**config.mk**
```make
export PLATFORM = sky130hd
export DESIGN_NAME = sdc_ctrl
export DESIGN_NICKNAME = d
export VERILOG_FILES = /design/src/verilog/sdc_fifo.v /design/src/verilog/sdc_ctrl.v
export VERILOG_INCLUDE_DIRS = /design/src /design/src/pkg
export SDC_FILE = /design/constraint.sdc
export NUM_CORES = 1
export LEC_CHECK = 0
export BUFFER_PORTS_ARGS = -buffer_cell sky130_fd_sc_hd__buf_2
export CORE_ASPECT_RATIO = 1.75
export CORE_MARGIN = 4
export CORE_UTILIZATION = 49
export DETAILED_ROUTE_END_ITERATION = 16
export GPL_TIMING_DRIVEN = 1
export PLACE_DENSITY = 0.71
export SLEW_MARGIN = 10
export SYNTH_ARGS = -nofsm -noshare
export SYNTH_HDL_FRONTEND = slang
export SYNTH_SLANG_ARGS = --single-unit
```
**constraint.sdc**
```tcl
create_clock -name i_clk -period 3.2 [get_ports i_clk]
set_input_delay 0.32 -clock i_clk [delete_from_list [all_inputs] [get_ports i_clk]]
set_output_delay 0.32 -clock i_clk [all_outputs]
set_load 0.1 [all_outputs]
```
**src/pkg/sdc_defs.vh**
```
`ifndef SDC_DEFS_VH
`define SDC_DEFS_VH
// ----------------------------------------
// Address decode
// ----------------------------------------
`define SDC_SPACE_HI 31
`define SDC_SPACE_LO 26
`define SDC_SPACE_CODE 6'h01
// ----------------------------------------
// Command word {cs_n, ras_n, cas_n, we_n}
// ----------------------------------------
`define SDC_CMD_NOP 4'h7
`define SDC_CMD_ACT 4'h3
`define SDC_CMD_READ 4'h5
`define SDC_CMD_WRITE 4'h4
`define SDC_CMD_PRE 4'h2
`define SDC_CMD_REF 4'h1
`define SDC_CMD_MRS 4'h0
// ----------------------------------------
// Request op codes
// ----------------------------------------
`define SDC_OP_READ 3'h0
`define SDC_OP_WRITE 3'h1
`define SDC_OP_REFRESH 3'h2
`define SDC_OP_PRECHARGE 3'h3
`define SDC_OP_MODE 3'h4
`define SDC_OP_SELF_REFRESH 3'h5
`define SDC_OP_SUSPEND 3'h6
`define SDC_OP_WAKE 3'h7
// ----------------------------------------
// Request word layout
// ----------------------------------------
`define SDC_REQ_W 37
`define SDC_REQ_OP_HI 36
`define SDC_REQ_OP_LO 34
`define SDC_REQ_SW 33
`define SDC_REQ_ADDR_HI 31
`define SDC_REQ_ADDR_LO 0
// Bit 32 of the request flags a single-word access
`define SDC_REQ_SINGLE 32
// ----------------------------------------
// Address split
// ----------------------------------------
`define SDC_ROW_HI 24
`define SDC_ROW_LO 11
`define SDC_COL_HI 10
`define SDC_COL_LO 1
`define SDC_A10_ROW 21
`define SDC_WORD_ODD 0
`define SDC_FIFO_DEPTH 4
`define SDC_FIFO_AW 2
`endif

```
**src/verilog/sdc_fifo.v**
```verilog
`timescale 1ns/10ps
module sdc_fifo #(
  parameter WIDTH = 37,
  parameter DEPTH = 4,
  parameter AW = 2
)
(
  input wire i_clk,
  input wire i_rstn,
  input wire i_in_valid,
  output wire o_in_ready,
  input wire [WIDTH-1:0] i_in_data,
  output wire o_out_valid,
  input wire i_out_ready,
  output wire [WIDTH-1:0] o_out_data
);
  reg [WIDTH-1:0] mem [0:DEPTH-1];
  reg [AW-1:0] wr_ptr;
  reg [AW-1:0] rd_ptr;
  reg [AW:0] count;
  wire push;
  wire pop;
  // ----------------------------------------
  // Flags
  // ----------------------------------------
  assign o_in_ready = (count != DEPTH[AW:0]);
  assign o_out_valid = (count != {(AW+1){1'b0}});
  assign push = i_in_valid & o_in_ready;
  assign pop = o_out_valid & i_out_ready;
  assign o_out_data = mem[rd_ptr];
  always @(posedge i_clk)
  begin
    if (push)
      mem[wr_ptr] <= i_in_data;
  end
  always @(posedge i_clk or negedge i_rstn)
  begin
    if (!i_rstn)
    begin
      wr_ptr <= {AW{1'b0}};
      rd_ptr <= {AW{1'b0}};
      count <= {(AW+1){1'b0}};
    end
    else
    begin
      if (push)
        wr_ptr <= wr_ptr + 1'b1;
      if (pop)
        rd_ptr <= rd_ptr + 1'b1;
      if (push & ~pop)
        count <= count + 1'b1;
      else if (pop & ~push)
        count <= count - 1'b1;
    end
  end
endmodule // sdc_fifo

```
**src/verilog/sdc_ctrl.v**
```verilog
`timescale 1ns/10ps
`include "sdc_defs.vh"
// Operation
// - Space select when address top bits 000001
// - Only bus master drives space select
// - RAS low with row address presented
// - CAS low with column address presented
// - Other commands encoded per SDRAM table
// - Write enable low write, high read
// - Masks valid at CAS, inactive reads
// - Odd word on 64-bit: low mask
// - Even single word or 32-bit: high mask
// - Separate address bit 10 line
// - Clock enable enters/leaves self-refresh, suspend
// - Self-refresh, then float in the same cycle as host grant
module sdc_ctrl
(
  input wire i_clk,
  input wire i_rstn,
  input wire i_req_valid,
  output wire o_req_ready,
  input wire [2:0] i_req_op,
  input wire [31:0] i_req_addr,
  input wire i_req_single,
  input wire i_bus_width32,
  input wire i_bus_master,
  input wire i_host_bus_request,
  output reg o_host_bus_grant,
  output reg o_busy,
  output reg o_sdram_space_select_n,
  output reg o_sdram_space_select_oe,
  output reg o_ras_n,
  output reg o_cas_n,
  output reg o_sdram_write_enable_n,
  output reg o_ctrl_oe,
  output reg [13:0] o_addr,
  output reg o_addr_oe,
  output reg o_low_word_mask,
  output reg o_high_word_mask,
  output reg o_sdram_addr_bit10,
  output reg o_sdram_clock_enable
);
  // ----------------------------------------
  // States
  // ----------------------------------------
  localparam ST_IDLE = 3'h0;
  localparam ST_ROW = 3'h1;
  localparam ST_COL = 3'h2;
  localparam ST_CMD = 3'h3;
  localparam ST_HOST = 3'h4;
  localparam ST_HREL = 3'h5;

  reg [2:0] state;
  reg [2:0] next_state;
  reg [`SDC_REQ_W-1:0] cur;
  reg in_self_refresh;
  reg in_suspend;
  wire fifo_valid;
  wire fifo_pop;
  wire [`SDC_REQ_W-1:0] fifo_data;
  wire [`SDC_REQ_W-1:0] req_word;
  wire [2:0] op;
  wire [31:0] addr;
  reg next_low_mask;
  reg next_high_mask;

  // Decode used only for the held request, in the row and column cycles
  function in_space;
    input [31:0] a;
    begin
      in_space = (a[`SDC_SPACE_HI:`SDC_SPACE_LO] == `SDC_SPACE_CODE);
    end
  endfunction

  // Reads and writes take the row and column path
  function is_access;
    input [2:0] o;
    begin
      is_access = (o == `SDC_OP_READ) || (o == `SDC_OP_WRITE);
    end
  endfunction

  assign req_word = {i_req_op, i_bus_width32, i_req_single, i_req_addr};

  // ----------------------------------------
  // Request queue
  // ----------------------------------------
  sdc_fifo #(
    .WIDTH(`SDC_REQ_W),
    .DEPTH(`SDC_FIFO_DEPTH),
    .AW(`SDC_FIFO_AW)
  ) u_fifo (
    .i_clk(i_clk),
    .i_rstn(i_rstn),
    .i_in_valid(i_req_valid),
    .o_in_ready(o_req_ready),
    .i_in_data(req_word),
    .o_out_valid(fifo_valid),
    .i_out_ready(fifo_pop),
    .o_out_data(fifo_data)
  );

  // Host request takes precedence so the bus is not starved by traffic
  assign fifo_pop = (state == ST_IDLE) & fifo_valid & ~i_host_bus_request
    & i_bus_master;
  assign op = cur[`SDC_REQ_OP_HI:`SDC_REQ_OP_LO];
  assign addr = cur[`SDC_REQ_ADDR_HI:`SDC_REQ_ADDR_LO];
  // Pins are driven only by the bus master, and never while granted
  wire drive_ok;
  assign drive_ok = i_bus_master & ~o_host_bus_grant;

  always @*
  begin
    next_state = state;
    case (state)
      ST_IDLE:
      begin
        if (i_host_bus_request & i_bus_master)
          next_state = ST_HOST;
        else if (fifo_pop)
        begin
          if (is_access(fifo_data[`SDC_REQ_OP_HI:`SDC_REQ_OP_LO]))
            next_state = ST_ROW;
          else
            next_state = ST_CMD;
        end
      end
      ST_ROW: next_state = ST_COL;
      ST_COL: next_state = ST_IDLE;
      ST_CMD: next_state = ST_IDLE;
      ST_HOST: next_state = ST_HREL;
      ST_HREL:
      begin
        if (!i_host_bus_request)
          next_state = ST_IDLE;
      end
      default: next_state = ST_IDLE;
    endcase
  end

  // ----------------------------------------
  // Write masks
  // ----------------------------------------
  // Worked out from the held request, so they settle a cycle early
  always @*
  begin
    next_low_mask = 1'b0;
    next_high_mask = 1'b0;
    if (op == `SDC_OP_WRITE)
    begin
      next_low_mask = ~cur[`SDC_REQ_SW] & addr[`SDC_WORD_ODD];
      next_high_mask = cur[`SDC_REQ_SW] |
        (cur[`SDC_REQ_SINGLE] & ~addr[`SDC_WORD_ODD]);
    end
  end

  // ----------------------------------------
  // Request hold
  // ----------------------------------------
  always @(posedge i_clk or negedge i_rstn)
  begin
    if (!i_rstn)
    begin
      state <= ST_IDLE;
      cur <= {`SDC_REQ_W{1'b0}};
      o_busy <= 1'b0;
    end
    else
    begin
      state <= next_state;
      o_busy <= (next_state != ST_IDLE);
      // The popped request stays put until the next pop
      if (fifo_pop)
        cur <= fifo_data;
    end
  end

  // ----------------------------------------
  // Sequencer and pins
  // ----------------------------------------
  always @(posedge i_clk or negedge i_rstn)
  begin
    if (!i_rstn)
    begin
      in_self_refresh <= 1'b0;
      in_suspend <= 1'b0;
      o_host_bus_grant <= 1'b0;
      o_sdram_space_select_n <= 1'b1;
      o_sdram_space_select_oe <= 1'b0;
      {o_sdram_space_select_n, o_ras_n, o_cas_n, o_sdram_write_enable_n}
        <= `SDC_CMD_NOP;
      o_ctrl_oe <= 1'b0;
      o_addr <= 14'h0000;
      o_addr_oe <= 1'b0;
      o_low_word_mask <= 1'b0;
      o_high_word_mask <= 1'b0;
      o_sdram_addr_bit10 <= 1'b0;
      o_sdram_clock_enable <= 1'b1;
    end
    else
    begin
      // Default: NOP with select low, address floated, masks idle; master keeps select and control driven
      {o_sdram_space_select_n, o_ras_n, o_cas_n, o_sdram_write_enable_n}
        <= `SDC_CMD_NOP;
      o_low_word_mask <= 1'b0;
      o_high_word_mask <= 1'b0;
      o_sdram_space_select_oe <= drive_ok;
      o_ctrl_oe <= drive_ok;
      o_addr_oe <= 1'b0;
      case (state)
        ST_ROW:
        begin
          o_addr <= addr[`SDC_ROW_HI:`SDC_ROW_LO];
          o_addr_oe <= 1'b1;
          o_sdram_addr_bit10 <= addr[`SDC_A10_ROW];
          o_sdram_space_select_n <= ~in_space(addr);
          o_ras_n <= 1'b0;
          o_cas_n <= 1'b1;
          o_sdram_write_enable_n <= 1'b1;
        end
        ST_COL:
        begin
          o_addr <= {4'h0, addr[`SDC_COL_HI:`SDC_COL_LO]};
          o_addr_oe <= 1'b1;
          o_sdram_addr_bit10 <= 1'b0;
          o_sdram_space_select_n <= ~in_space(addr);
          o_ras_n <= 1'b1;
          o_cas_n <= 1'b0;
          o_sdram_write_enable_n <= (op != `SDC_OP_WRITE);
          // Masks only in the column cycle; zero for reads
          o_low_word_mask <= next_low_mask;
          o_high_word_mask <= next_high_mask;
        end
        ST_CMD:
        begin
          o_sdram_addr_bit10 <= 1'b1;
          o_sdram_space_select_n <= 1'b0;
          case (op)
            `SDC_OP_REFRESH:
              {o_sdram_space_select_n, o_ras_n, o_cas_n,
               o_sdram_write_enable_n} <= `SDC_CMD_REF;
            `SDC_OP_PRECHARGE:
              {o_sdram_space_select_n, o_ras_n, o_cas_n,
               o_sdram_write_enable_n} <= `SDC_CMD_PRE;
            `SDC_OP_MODE:
            begin
              {o_sdram_space_select_n, o_ras_n, o_cas_n,
               o_sdram_write_enable_n} <= `SDC_CMD_MRS;
              o_addr <= addr[`SDC_ROW_HI:`SDC_ROW_LO];
              o_addr_oe <= 1'b1;
            end
            `SDC_OP_SELF_REFRESH:
            begin
              {o_sdram_space_select_n, o_ras_n, o_cas_n,
               o_sdram_write_enable_n} <= `SDC_CMD_REF;
              o_sdram_clock_enable <= 1'b0;
              in_self_refresh <= 1'b1;
            end
            `SDC_OP_SUSPEND:
            begin
              o_sdram_clock_enable <= 1'b0;
              in_suspend <= 1'b1;
            end
            `SDC_OP_WAKE:
            begin
              // Waking a memory that is already awake changes nothing
              if (in_self_refresh | in_suspend)
              begin
                o_sdram_clock_enable <= 1'b1;
                in_self_refresh <= 1'b0;
                in_suspend <= 1'b0;
              end
            end
            default:
              {o_sdram_space_select_n, o_ras_n, o_cas_n,
               o_sdram_write_enable_n} <= `SDC_CMD_NOP;
          endcase
        end
        ST_HOST:
        begin
          // Self-refresh entry precedes the grant and the float; a
          // second entry command while already asleep is not issued
          o_sdram_addr_bit10 <= 1'b1;
          if (!in_self_refresh)
          begin
            {o_sdram_space_select_n, o_ras_n, o_cas_n,
             o_sdram_write_enable_n} <= `SDC_CMD_REF;
          end
          o_sdram_clock_enable <= 1'b0;
          in_self_refresh <= 1'b1;
        end
        ST_HREL:
        begin
          o_host_bus_grant <= i_host_bus_request;
          o_sdram_space_select_oe <= 1'b0;
          o_ctrl_oe <= 1'b0;
          if (!i_host_bus_request)
            o_host_bus_grant <= 1'b0;
        end
        default:
        begin
        end
      endcase
    end
  end
endmodule // sdc_ctrl

```
==> flow_summary.json <==
{
  "synth_cell_type_count": 51,
  "grt_antenna_before_repair": 1,
  "nets": 564,
  "synth.ff_latch_count": 218,
  "hold_viol_final": 0,
  "clk_pin_slew_worst_paths_ns": 0.06,
  "holdCritPathClass": "in -> async",
  "drt-total-wl_mm": 15.3,
  "dp_hpwl_mm": 9.71,
  "leakage_nw": 3.61,
  "fmax_mhz": 414,
  "switching_share": 0.351,
  "fin_setup_tns_ns": 0,
  "wl_per_cell_um": 20.2,
  "initial_core_util": 0.503,
  "critPathLaunchType": "flip-flop",
  "syn_nets": 487,
  "path_class": "reg -> reg",
  "area_growth_pct": 14.2,
  "rrSetupSlack_ns": 0.78,
  "period_needed_ns": 2.42,
  "peakVddDrop_uv": 662,
  "drt_iter0_drc": 161,
  "critPathMaxFanout": 5,
  "grt_max_degree": 75,
  "h-tree-depth": 1,
  "cp-startpoint": "u_fifo.count[0]$_DFFE_PN0P_",
  "yosysTopAreaCellShare": 0.503,
  "instances_no_fill": 755,
  "rsz0062_at_grt": "no",
  "first_pass_iters": 4,
  "grt_pass1_wl_mm": 24.3,
  "drv_slew": 0,
  "critical_path.endpoint_type": "flip-flop",
  "drt-met1-wl_mm": 5.57,
  "fin_crit_sh": 0.755,
  "critPathArrivalTime_ns": 2.82,
  "synth_async_sr_flop_share": 0.339,
  "holdBufCountCts": 0,
  "power.switching_mw": 3.60,
  "row_count": 63,
  "grt_usage": 0.161,
  "ys_top_cells_by_area": "edfxtp_1, dfrtp_1, mux4_2",
  "r2r_cells": 9,
  "yosysSeqAreaShare": 0.719,
  "drv_cap": 0,
  "clkSinkCount": 218,
  "synth-edff-count": 144,
  "die_h_um": 183,
  "yosys.area.top_type": "edfxtp_1",
  "r2r_start": "u_fifo.count[0]$_DFFE_PN0P_",
  "clockPowerShare": 0.220,
  "p_int_mw": 6.64,
  "total_power_mw": 10.2,
  "drive_above_1_share": 0.411,
  "die_w_um": 108,
  "n_antenna_cell": 0,
  "top_layer_used": "met5",
  "io_pins": 70,
  "cts_resized": 0,
  "cts_setup_buffers": 0,
  "r2r_end": "u_fifo.count[2]$_DFFE_PN0P_",
  "dr_total_vias": 4111,
  "gp_congestion": 0.804,
  "clock_path_buffers": 3,
  "avgSynthCellArea_sq_um": 19.6,
  "cts_tree": "yes",
  "power_density_nw_per_um2": 1040,
  "route.met3.wl_um": 639,
  "numCtsBuffers": 20,
  "grt_pass1_vias": 4540,
  "crit_end": "u_fifo.count[2]$_DFFE_PN0P_",
  "final.setup_skew_ns": 0.0182,
  "fp.dieArea_sq_um": 19800,
  "root_buffer": "clkbuf_16",
  "syn_area_sq_um": 8600,
  "drc": 0,
  "yosys_warnings": 0,
  "finalSetupViolations": 0,
  "required_ns": 3.61,
  "max_slew_margin": 0.344,
  "overflow": 0,
  "vias_per_cell": 5.45,
  "place_inst": 720,
  "synth-main-ff-cell": "edfxtp_1",
  "seqPwrFrac": 0.428,
  "p_comb_frac": 0.352,
  "ant_nets": 0,
  "port_buffers": 68,
  "status": "complete, no violations",
  "core_area_sq_um": 17100,
  "insertion_delay_ns": 0.48,
  "syn_inst": 438,
  "met2_length_mm": 8.76,
  "tightest_slew_ns": 0.984
}
-- how the worst min path moves through the flow --
stage | slack (ns) | startpoint | endpoint
2_1_floorplan | 0.02 | i_rstn | cur[0]$_DFFE_PN0P_
3_3_place_gp | 0.48 | o_sdram_clock_enable$_DFFE_PN1P_ | o_sdram_clock_enable$_DFFE_PN1P_
3_5_place_dp | 0.49 | cur[20]$_DFFE_PN0P_ | cur[20]$_DFFE_PN0P_
4_1_cts | 0.04 | i_rstn | cur[5]$_DFFE_PN0P_
5_1_grt | 0.04 | i_req_addr[26] | u_fifo.mem[3][26]$_DFFE_PP_
6_report | 0.01 | i_rstn | cur[4]$_DFFE_PN0P_
-- sequential cells by signal, summed over array words and instances (netlist names), 2 cells and up --
| signal | cells |
|---|---|
| u_fifo.count | 3 |
| u_fifo.rd_ptr | 2 |
| o_addr | 14 |
| state | 3 |
| u_fifo.wr_ptr | 2 |
| u_fifo.mem | 144 |
| cur | 36 |
-- Yosys cell counts, types with 2 or more instances --
library cell and n:
nand4_1 2, inv_1 6, dfrtp_1 70, nor2_1 12, dfstp_2 4, nand2_1 5, o21ai_0 6, nor3_1 2
nand3_1 2, and2_1 4, clkbuf_1 7, buf_6 6, mux2_4 10, edfxtp_1 144, ha_1 6, o31ai_1 2
nand3b_1 2, nand2b_1 6, mux2_2 52, buf_4 2, a21oi_1 6, and4b_1 2, mux4_2 36, buf_2 7
nor2b_1 6, xnor2_1 4, xor2_1 3
-- power groups by stage --
stage | registers (mW) | logic, mW | clock network (mW)
global placement | 4.41 | 3.58 | 0
detailed placement | 4.45 | 3.66 | 0
global route | 4.48 | 3.85 | 2.44
CTS | 4.40 | 3.67 | 2.31
floorplan | 5.13 | 2.17 | 0
finish | 4.39 | 3.61 | 2.25
-- metal layers --
metal | up-vias | GRT usage
met5 | - | 0
met4 | 2 | 0.0430
met3 | 27 | 0.0275
met2 | 88 | 0.308
met1 | 2133 | 0.181
li1 | 1861 | -
-- final cells by class --
class	instances	area (sq um)
timing repair buffer	78	480
multi-input combinational	191	2240
tap	227	284
clock buffer	33	581
inverter	6	22.5
clock inverter	2	33.8
fill	1317	7280
sequential	218	6180
-- cells in the final DEF (no fill, tap or decap), drive strengths merged, types with 12 or more instances in the layout --
master / synthesis / layout
buf: 16 / 78
clkbuf: 7 / 33
dfrtp: 70 / 70
edfxtp: 144 / 144
mux2: 62 / 62
mux4: 36 / 36
nor2: 12 / 12
-- worst max-delay path, cell delays in order (launching register included) --
cell and delay (ns):
dfrtp_1 0.44, or3_4 0.42, and3_2 0.22, inv_1 0.13
ha_1 0.20, inv_1 0.07, fa_1 0.43, xor2_1 0.15
nor2_1 0.12, xor2_1 0.16
-- kinds of logic after synthesis --
logic type / after synthesis / synth area share
simple gates: 53 / 0.0400
mux: 98 / 0.180
buf+inv: 29 / 0.0217
flops: 218 / 0.719
compound gates: 26 / 0.0214
xor+xnor: 7 / 0.00713
fa+ha+maj: 7 / 0.0111
-- through the flow --
step	setup slack [ns]	util	hold slack, ns	instance area [sq um]
global placement	0.843	0.538	0.480	9210
global route	0.615	0.574	0.0390	9820
floorplan	0.719	-	0.0244	8600
CTS	0.761	0.574	0.0374	9820
detailed placement	0.828	0.538	0.492	9210
finish	0.783	0.574	0.0116	9820
No activity file was read; power rests on OpenSTA's default activity.
